## config.mk

```make
export PLATFORM = sky130hd
export DESIGN_NAME = half_bridge_fault_supervisor
export DESIGN_NICKNAME = d
export VERILOG_FILES = /design/src/half_bridge_fault_pkg.sv /design/src/half_bridge_fault_supervisor.sv
export SDC_FILE = /design/constraint.sdc
export NUM_CORES = 1
export LEC_CHECK = 0
export BUFFER_PORTS_ARGS = -buffer_cell sky130_fd_sc_hd__buf_2
export CAP_MARGIN = 25
export CORE_UTILIZATION = 63
export DETAILED_ROUTE_END_ITERATION = 8
export PLACE_DENSITY = 0.85
export SLEW_MARGIN = 20
export SYNTH_ARGS = -nofsm -noshare
export SYNTH_HDL_FRONTEND = slang
export SYNTH_SLANG_ARGS = --single-unit
export TNS_END_PERCENT = 5
```

## constraint.sdc

```tcl
create_clock -name mclk -period 19 [get_ports mclk]
set_clock_uncertainty 0.05 [all_clocks]
set_input_delay 4.75 -clock mclk [delete_from_list [all_inputs] [get_ports mclk]]
set_output_delay 4.75 -clock mclk [all_outputs]
set_load 0.02 [all_outputs]
```

## src/half_bridge_fault_pkg.sv

```systemverilog
/*
 Shared constants and carrier types for the half-bridge fault supervisor.
 Assumes a 10 MHz logic clock and an AHB-Lite register bus of 32-bit words.
*/
package half_bridge_fault_pkg;

    localparam int NCH = 10;
    localparam int CLK_PERIOD_NS = 100;

    // Persistence delays, in ns
    localparam int OC_DELAY_NS = 20000;
    localparam int UV_DELAY_NS = 40000;
    localparam int OL_DELAY_NS = 200000;

    // Least times round up to whole cycles
    localparam int OC_CYCLES = (OC_DELAY_NS + CLK_PERIOD_NS - 1) / CLK_PERIOD_NS;
    localparam int UV_CYCLES = (UV_DELAY_NS + CLK_PERIOD_NS - 1) / CLK_PERIOD_NS;
    localparam int OL_CYCLES = (OL_DELAY_NS + CLK_PERIOD_NS - 1) / CLK_PERIOD_NS;

    // Register byte offsets
    localparam logic [7:0] CMD_OFS = 8'h00;
    localparam logic [7:0] CTRL_OFS = 8'h04;
    localparam logic [7:0] STATUS_OFS = 8'h08;
    localparam logic [7:0] OCFLAG_OFS = 8'h0c;
    localparam logic [7:0] OLFLAG_OFS = 8'h10;
    localparam logic [7:0] TSDFLAG_OFS = 8'h14;
    localparam logic [7:0] DRIVE_OFS = 8'h18;

    // Command word: high-side commands low, low-side commands above
    localparam int CMD_HS_LSB = 0;
    localparam int CMD_LS_LSB = 10;
    localparam int CMD_W = 20;

    // Control word fields
    localparam int GROUP_SEL_BIT = 0;
    localparam int OVERVOLTAGE_LOCK_ENABLE_EN_BIT = 1;
    localparam int OPENLOAD_SHUTDOWN_ENABLE_BIT = 2;
    localparam int SRR_BIT = 8;
    localparam int CTRL_W = 3;

    // Status word fields
    localparam int ST_TSD_BIT = 15;
    localparam int ST_TW_BIT = 14;
    localparam int ST_PSF_BIT = 13;
    localparam int ST_UV_BIT = 12;
    localparam int ST_OV_BIT = 11;

    // Channel groups: select 0 covers bridges 1..6, select 1 bridges 7..10
    localparam logic [NCH-1:0] GROUP0_MASK = 10'h03f;
    localparam logic [NCH-1:0] GROUP1_MASK = 10'h3c0;

    localparam logic [31:0] CMD_RESET = 32'h0000_0000;
    localparam logic [31:0] CTRL_RESET = 32'h0000_0000;

    typedef struct packed {
        logic [NCH-1:0] overCurrent;
        logic [NCH-1:0] tempWarn;
        logic [NCH-1:0] tempShutdown;
        logic [NCH-1:0] underLoad;
    } chanSense_s;

endpackage : half_bridge_fault_pkg

```

## src/half_bridge_fault_supervisor.sv

```systemverilog
/*
 Fault supervision and flag latching for a ten-channel half-bridge driver,
 with an AHB-Lite register slave for commands, control and status.
 Assumes all sense and supply indications are synchronous to mclk and
 already filtered by the analog comparators.
*/
// Contract
// - Persistent overcurrent for the delay sets the channel flag and disables it.
// - Status reset clears overcurrent flags and re-enables outputs in selected group.
// - Thermal warning follows the pre-warning indication and clears by itself.
// - Thermal shutdown latches channel off, keeps warning, sets status bit 15.
// - Shutdown clears only after temperature is gone and status reset written.
// - Persistent motor supply undervoltage sets supply fail and disables all outputs.
// - Outputs resume after undervoltage ends without a status reset.
// - Logic supply undervoltage ignores bus, outputs off, registers cleared.
// - On logic supply recovery, status reset works again.
// - Overvoltage with lock enabled turns all outputs off and sets supply fail.
// - Overvoltage fault does not latch; outputs and flags recover automatically.
// - After unlatched faults outputs follow the current command at once.
// - Unlatched status bits return to no-fault once the cause disappears.
// - Underload persisting for the open-load delay sets the channel flag.
// - With shutdown enabled, open load disables output until status reset.
// - Enable low turns all outputs off and resets all registers.
module half_bridge_fault_supervisor #(
    parameter int CNT_W = 16,
    parameter int OC_CYCLES = half_bridge_fault_pkg::OC_CYCLES,
    parameter int UV_CYCLES = half_bridge_fault_pkg::UV_CYCLES,
    parameter int OL_CYCLES = half_bridge_fault_pkg::OL_CYCLES
) (
    input wire logic mclk,
    input wire logic rst,
    input wire logic enablePin,
    input wire logic vccUnder,
    input wire logic vsUnder,
    input wire logic vsOver,
    input wire half_bridge_fault_pkg::chanSense_s sense,
    input wire logic hsel,
    input wire logic [31:0] haddr,
    input wire logic [1:0] htrans,
    input wire logic hwrite,
    input wire logic [2:0] hsize,
    input wire logic [31:0] hwdata,
    input wire logic hready,
    output logic hreadyout,
    output logic hresp,
    output logic [31:0] hrdata,
    output logic [half_bridge_fault_pkg::NCH-1:0] hsDrive,
    output logic [half_bridge_fault_pkg::NCH-1:0] lsDrive
);

    localparam int N = half_bridge_fault_pkg::NCH;
    localparam logic [CNT_W-1:0] OC_LAST = CNT_W'(OC_CYCLES - 1);
    localparam logic [CNT_W-1:0] UV_LAST = CNT_W'(UV_CYCLES - 1);
    localparam logic [CNT_W-1:0] OL_LAST = CNT_W'(OL_CYCLES - 1);

    // Sleep and logic undervoltage act as one synchronous clear
    logic clr;
    logic take;
    logic wrPend_reg;
    logic [7:0] wrAddr_reg;
    logic [31:0] hrdata_reg;
    logic [31:0] cmd_reg;
    logic [31:0] ctrl_reg;
    logic srrPulse_reg;
    logic [N-1:0] srrMask;
    logic [N-1:0] groupMask;
    logic [N-1:0] ocFlag_reg;
    logic [N-1:0] tsdFlag_reg;
    logic [N-1:0] olFlag_reg;
    logic [N-1:0] olOff_reg;
    logic [N-1:0] chanOn;
    logic [CNT_W-1:0] olCnt_reg;
    logic [CNT_W-1:0] uvCnt_reg;
    logic uvFault_reg;
    logic ovFault;
    logic supplyFail;
    logic anyUnderLoad;
    logic olHit;
    logic uvHit;
    logic [31:0] statusWord;
    logic [31:0] readValue;
    logic [N-1:0] hsDrive_reg;
    logic [N-1:0] lsDrive_reg;

    assign clr = !enablePin || vccUnder;

    // Zero-wait slave; every access completes OKAY
    assign hreadyout = 1'b1;
    assign hresp = 1'b0;
    assign hrdata = hrdata_reg;
    assign take = hsel && htrans[1] && hready;

    // Address phase of a write is held for its data phase
    always_ff @(posedge mclk or posedge rst)
    begin
        if (rst)
        begin
            wrPend_reg <= 1'b0;
            wrAddr_reg <= 8'h00;
        end
        else
        begin
            wrPend_reg <= take && hwrite && !clr;
            wrAddr_reg <= haddr[7:0];
        end
    end

    // Output commands
    always_ff @(posedge mclk or posedge rst)
    begin
        if (rst)
            cmd_reg <= half_bridge_fault_pkg::CMD_RESET;
        else if (clr)
            cmd_reg <= half_bridge_fault_pkg::CMD_RESET;
        else if (wrPend_reg && wrAddr_reg == half_bridge_fault_pkg::CMD_OFS)
            cmd_reg <= {12'h000, hwdata[half_bridge_fault_pkg::CMD_W-1:0]};
    end

    // Control settings; the status reset bit is not stored
    always_ff @(posedge mclk or posedge rst)
    begin
        if (rst)
            ctrl_reg <= half_bridge_fault_pkg::CTRL_RESET;
        else if (clr)
            ctrl_reg <= half_bridge_fault_pkg::CTRL_RESET;
        else if (wrPend_reg && wrAddr_reg == half_bridge_fault_pkg::CTRL_OFS)
            ctrl_reg <= {29'h0000_0000, hwdata[half_bridge_fault_pkg::CTRL_W-1:0]};
    end

    // Status reset fires once, after the write that carries it completes
    always_ff @(posedge mclk or posedge rst)
    begin
        if (rst)
            srrPulse_reg <= 1'b0;
        else
            srrPulse_reg <= !clr && wrPend_reg
                && wrAddr_reg == half_bridge_fault_pkg::CTRL_OFS
                && hwdata[half_bridge_fault_pkg::SRR_BIT];
    end

    // Group taken from the select in force when the pulse fires
    assign groupMask = ctrl_reg[half_bridge_fault_pkg::GROUP_SEL_BIT]
        ? half_bridge_fault_pkg::GROUP1_MASK
        : half_bridge_fault_pkg::GROUP0_MASK;
    assign srrMask = srrPulse_reg ? groupMask : '0;

    // Per-channel overcurrent timers and latched flags
    genvar i;
    generate
        for (i = 0; i < N; i++)
        begin : g_chan
            logic [CNT_W-1:0] ocCnt_reg;
            logic ocHit;

            // Timer restarts after a clear, so a lasting short re-trips
            assign ocHit = sense.overCurrent[i] && !ocFlag_reg[i]
                && ocCnt_reg == OC_LAST;

            always_ff @(posedge mclk or posedge rst)
            begin
                if (rst)
                    ocCnt_reg <= '0;
                else if (clr || !sense.overCurrent[i] || ocFlag_reg[i] || srrMask[i])
                    ocCnt_reg <= '0;
                else
                    ocCnt_reg <= ocCnt_reg + 1'b1;
            end

            always_ff @(posedge mclk or posedge rst)
            begin
                if (rst)
                    ocFlag_reg[i] <= 1'b0;
                else if (clr)
                    ocFlag_reg[i] <= 1'b0;
                else if (ocHit)
                    ocFlag_reg[i] <= 1'b1;
                else if (srrMask[i])
                    ocFlag_reg[i] <= 1'b0;
            end

            // A clear while still hot is overridden: set wins
            always_ff @(posedge mclk or posedge rst)
            begin
                if (rst)
                    tsdFlag_reg[i] <= 1'b0;
                else if (clr)
                    tsdFlag_reg[i] <= 1'b0;
                else if (sense.tempShutdown[i])
                    tsdFlag_reg[i] <= 1'b1;
                else if (srrMask[i])
                    tsdFlag_reg[i] <= 1'b0;
            end

            always_ff @(posedge mclk or posedge rst)
            begin
                if (rst)
                    olFlag_reg[i] <= 1'b0;
                else if (clr)
                    olFlag_reg[i] <= 1'b0;
                else if (olHit && sense.underLoad[i])
                    olFlag_reg[i] <= 1'b1;
                else if (srrMask[i])
                    olFlag_reg[i] <= 1'b0;
            end

            always_ff @(posedge mclk or posedge rst)
            begin
                if (rst)
                    olOff_reg[i] <= 1'b0;
                else if (clr)
                    olOff_reg[i] <= 1'b0;
                else if (olHit && sense.underLoad[i]
                    && ctrl_reg[half_bridge_fault_pkg::OPENLOAD_SHUTDOWN_ENABLE_BIT])
                    olOff_reg[i] <= 1'b1;
                else if (srrMask[i])
                    olOff_reg[i] <= 1'b0;
            end
        end
    endgenerate

    // One shared underload timer; a late channel only waits the remainder
    assign anyUnderLoad = |sense.underLoad;
    assign olHit = anyUnderLoad && olCnt_reg == OL_LAST;

    always_ff @(posedge mclk or posedge rst)
    begin
        if (rst)
            olCnt_reg <= '0;
        else if (clr || !anyUnderLoad || olHit)
            olCnt_reg <= '0;
        else
            olCnt_reg <= olCnt_reg + 1'b1;
    end

    // Motor supply undervoltage: persistence timer, unlatched fault
    assign uvHit = vsUnder && !uvFault_reg && uvCnt_reg == UV_LAST;

    always_ff @(posedge mclk or posedge rst)
    begin
        if (rst)
            uvCnt_reg <= '0;
        else if (clr || !vsUnder || uvFault_reg)
            uvCnt_reg <= '0;
        else
            uvCnt_reg <= uvCnt_reg + 1'b1;
    end

    always_ff @(posedge mclk or posedge rst)
    begin
        if (rst)
            uvFault_reg <= 1'b0;
        else if (clr || !vsUnder)
            uvFault_reg <= 1'b0;
        else if (uvHit)
            uvFault_reg <= 1'b1;
    end

    // Overvoltage ignores the group select and never latches
    assign ovFault = vsOver && ctrl_reg[half_bridge_fault_pkg::OVERVOLTAGE_LOCK_ENABLE_EN_BIT];
    assign supplyFail = uvFault_reg || ovFault;

    // Latched faults gate per channel, supply faults gate all
    assign chanOn = ~(ocFlag_reg | tsdFlag_reg | olOff_reg)
        & {N{!supplyFail}};

    always_ff @(posedge mclk or posedge rst)
    begin
        if (rst)
        begin
            hsDrive_reg <= '0;
            lsDrive_reg <= '0;
        end
        else if (clr)
        begin
            hsDrive_reg <= '0;
            lsDrive_reg <= '0;
        end
        else
        begin
            hsDrive_reg <= cmd_reg[half_bridge_fault_pkg::CMD_HS_LSB +: N] & chanOn;
            lsDrive_reg <= cmd_reg[half_bridge_fault_pkg::CMD_LS_LSB +: N] & chanOn;
        end
    end

    assign hsDrive = hsDrive_reg;
    assign lsDrive = lsDrive_reg;

    // Warning stays up while any channel is latched hot
    always_comb
    begin
        statusWord = '0;
        statusWord[half_bridge_fault_pkg::ST_TSD_BIT] = |tsdFlag_reg;
        statusWord[half_bridge_fault_pkg::ST_TW_BIT] =
            |(sense.tempWarn | tsdFlag_reg);
        statusWord[half_bridge_fault_pkg::ST_PSF_BIT] = supplyFail;
        statusWord[half_bridge_fault_pkg::ST_UV_BIT] = uvFault_reg;
        statusWord[half_bridge_fault_pkg::ST_OV_BIT] = ovFault;
    end

    always_comb
    begin
        readValue = '0;
        unique case (haddr[7:0])
            half_bridge_fault_pkg::CMD_OFS: readValue = cmd_reg;
            half_bridge_fault_pkg::CTRL_OFS: readValue = ctrl_reg;
            half_bridge_fault_pkg::STATUS_OFS: readValue = statusWord;
            half_bridge_fault_pkg::OCFLAG_OFS: readValue = {22'h00_0000, ocFlag_reg};
            half_bridge_fault_pkg::OLFLAG_OFS: readValue = {22'h00_0000, olFlag_reg};
            half_bridge_fault_pkg::TSDFLAG_OFS: readValue = {22'h00_0000, tsdFlag_reg};
            half_bridge_fault_pkg::DRIVE_OFS: readValue = {12'h000, lsDrive_reg, hsDrive_reg};
            default: readValue = '0;
        endcase
    end

    // Read data is registered for the data phase; bus is dead in sleep and logic undervoltage
    always_ff @(posedge mclk or posedge rst)
    begin
        if (rst)
            hrdata_reg <= '0;
        else if (take && !hwrite && !clr)
            hrdata_reg <= readValue;
        else
            hrdata_reg <= '0;
    end

endmodule : half_bridge_fault_supervisor

```

==> out/metrics.csv <==
stage,metric,value,unit
timing,period_needed,6665,ps
floorplanning,start_util,64.93,%
synthesis,synth_top_family_by_area,simple AND/OR/NAND/NOR gates,
clocking,htree_num_levels,2,
global_route,grt_pass1_wl,57.63,mm
clocking,cts.sinks,306,
global_route,grt_util_all_layers,30.98,%
timing,fmax,150.0,MHz
setup_path,rr_worst_depth,6,
timing,fin_setup_tns,0,ps
clocking,numCtsBuffers,34,
clocking,clkSlewWorstSetupHoldPaths,60,ps
setup_path,critical_path_arrival,7020,ps
synthesis,ys_top_cells_by_count,"dfrtp_1 (306), nor2_1 (181), nand2_1 (101)",
synthesis,yosys_warnings,0,
layout,final_util,73.57,%
synthesis,yosysSeqAreaShare,53.54,%
worst_hold_path,hp-class,flip-flop to flip-flop,
floorplanning,die_x,152.7,um
drt,via_per_inst,6.248,
floorplanning,core_area,0.02203,mm^2
drt,num_vias,11420,
synthesis,synth_xor_area_share,8.329,%
timing,worst_pin_slew,932.8,ps
synthesis,synth_ff_type,dfrtp_1,
global_route,grt_max_degree,159,
global_route,grt_pass1_vias,11220,
timing,worst_slack,12330,ps
placement,placed_cells,1758,
clocking,cts_tree,yes,
drt,firstDrtPassIters,7,
synthesis,yosys.area.top_type_share,53.54,%
clocking,ctsLongestPathBuffers,3,
synthesis,syn_area_per_cell,10.18,um^2
setup_path,cp_slowest_stage_delay,750,ps
placement,place.gp.congestion,0.9027,
worst_hold_path,min_from,g_chan[4].ocCnt_reg[0],
placement,place.detailed.hpwl,23.31,mm
synthesis,synth.largest_area_cell,dfrtp_1,
floorplanning,dieArea,0.02331,mm^2
timing,final-max-slew-violation-count,0,
setup_path,path_cells,buf_2 > nand2b_4 > nor2_2 > nand3b_1 > a21oi_1,
setup_path,critical_path_class,input pin to flip-flop,
global_route,antenna_found_initial,4,
setup_path,endpoint_kind,flip-flop,
setup_path,start_kind,input pin,
floorplanning,ioPinCount,172,
setup_path,regToRegSetupSlack,16590,ps
synthesis,synth_area_leaders,"dfrtp_1 (54%), nor2_1 (4.8%), xor2_1 (4.2%)",
placement,portBuffers,117,
clocking,cts-root-buf,clkbuf_16,
layout,num-nets-final,1648,
drt,final_antenna_net_count,0,
synthesis,yosysMostFrequentCell,dfrtp_1,
setup_path,worst-path-buf-inv,1,
setup_path,cp_data_required_time,19360,ps
clocking,cts_resized,0,
timing,finalCritPeriodShare,35.08,%
timing,setup_viol_count_final,0,
setup_path,cp_top_family,simple AND/OR/NAND/NOR gates,
synthesis,synth_cell_types,69,
synthesis,ys_ff_latch,306,
clocking,cts_setup_buffers,0,
timing,hold_viol,0,
worst_hold_path,hold-path-endpoint,g_chan[4].ocCnt_reg[0],
drt,drt_iter0_drc,1065,
pwr,peakVddDrop,0.07498,mV
layout,fin_cells,1827,
synthesis,syn_area,0.01430,mm^2
drt,wl_per_cell,19.20,um
synthesis,synth_edf_count,0,
clocking,clock_latency,510,ps
synthesis,synth_compound_area_share,8.014,%
layout,layout-drive-gt1-share,13.36,%
setup_path,r2r-start,olCnt_reg[0],
job,drv_cap,0,
layout,syn_to_final_growth,13.31,%
setup_path,r2r_end,olOff_reg[3],
pwr,power_density,83.90,mW/mm^2
floorplanning,rows,54,
outcome,violations,DRC,
placement,place_ws,11820,ps
floorplanning,die_y,152.7,um
synthesis,synthMuxAreaShare,0.7612,%
synthesis,synth-simple-area-share,25.46,%
worst_hold_path,min_path_cells,1,
clocking,holdBufCountCts,0,
timing,max_slew_margin,36.94,%
timing,rsz0062_at_grt,false,
setup_path,crit_fanout,42,
drt,drc,20,
outcome,status,"finished, violations left",
setup_path,cp_slowest_cell,nor2_2,
global_route,overflow,0,
pwr,p_leak,6.966,nW
layout,largest_register_ffs,160,
timing,whs,412.1,ps
synthesis,ys_async_sr_fraction,100.0,%
drt,drt-total-wl,35.07,mm
synthesis,syn_inst,1405,
synthesis,synth_fa_ha_area_share,1.050,%
how the worst max path moves through the flow:
stage                   from                 endpoint  slack (ps)  cells past startpoint
detailed placement  vccUnder  g_chan[7].ocCnt_reg[15]       11820                      5
CTS                 vccUnder  g_chan[8].ocCnt_reg[15]       12340                      5
global placement    vccUnder  g_chan[8].ocCnt_reg[14]       11920                      5
finish              vccUnder  g_chan[8].ocCnt_reg[15]       12330                      5
floorplan                rst               cmd_reg[0]        5740                      1
global route        vccUnder  g_chan[8].ocCnt_reg[15]       12090                      5
worst register-to-register path, delay by kind of cell (launching register included):
family          cells  cell delay [ps]
flops               1              390
buf+inv             1              240
simple gates        3             1230
fa+ha+maj           1              230
compound gates      1              200
cell type report:
| cell class | count | area (um^2) |
|---|---|---|
| antenna | 5 | 12.51 |
| clock buffer | 53 | 1033 |
| clock inverter | 7 | 68.82 |
| fill | 1499 | 5822 |
| inverter | 23 | 98.84 |
| multi-input combinational | 1026 | 6300 |
| sequential | 306 | 7657 |
| tap | 280 | 350.3 |
| timing repair buffer | 127 | 683.2 |
power by group:
part	total, W	leakage (nW)	switching (W)	internal [W]
sequential	0.000659	4.25	0.00000344	0.000655
clock	0.000645	0.537	0.000258	0.000388
combinational	0.0000554	2.18	0.0000410	0.0000143
total	0.00136	6.97	0.000302	0.00106
per-stage QoR:
stage | area, um^2 | total power, W
final | 16200 | 0.001360
after global routing | 16200 | 0.001395
after detailed placement | 15020 | 0.0007243
after floorplan | 14350 | 0.0007036
after global placement | 15020 | 0.0007229
after CTS | 16130 | 0.001364
layer usage:
layer,global-route usage (%),routed length (um)
met1,40.86,14390
met2,50.63,16740
met3,5.262,2565
met4,14.00,1365
met5,0,8
cell usage in the layout, fill, tap and decap left out, types with 7 or more instances in the layout:
cell | synthesis | final
or3_1 | 29 | 29
nand3b_1 | 9 | 9
nand3_1 | 88 | 88
clkbuf_1 | 33 | 9
mux2_2 | 7 | 7
a221oi_1 | 8 | 8
clkbuf_16 | 0 | 35
nand2_1 | 101 | 101
a22o_1 | 22 | 22
dfrtp_1 | 306 | 306
nor4_1 | 51 | 51
xor2_1 | 69 | 69
buf_2 | 7 | 119
o21ai_0 | 40 | 40
clkbuf_8 | 0 | 9
and4_1 | 17 | 17
or4_1 | 11 | 11
nor3_1 | 40 | 39
xnor2_1 | 67 | 67
and2_1 | 17 | 17
a22oi_1 | 12 | 12
nand4_1 | 51 | 51
nor4b_1 | 13 | 13
ha_1 | 12 | 12
nor2_1 | 181 | 180
a21oi_1 | 49 | 49
inv_1 | 22 | 21
and3_1 | 40 | 40
a32o_1 | 11 | 11
conb_1 | 2 | 14
kinds of logic (layout without fill, tap and decap cells):
| group | after synthesis | in the layout |
|---|---|---|
| flip-flops | 306 | 306 |
| AND/OR/NAND/NOR | 684 | 684 |
| XOR/XNOR | 136 | 136 |
| adder cells (fa/ha/maj) | 12 | 12 |
| multiplexers | 10 | 10 |
| buffers and inverters | 85 | 210 |
| AO/OA/AOI/OAI | 170 | 170 |
| other | 2 | 19 |
No activity file was read; power rests on OpenSTA's default activity.
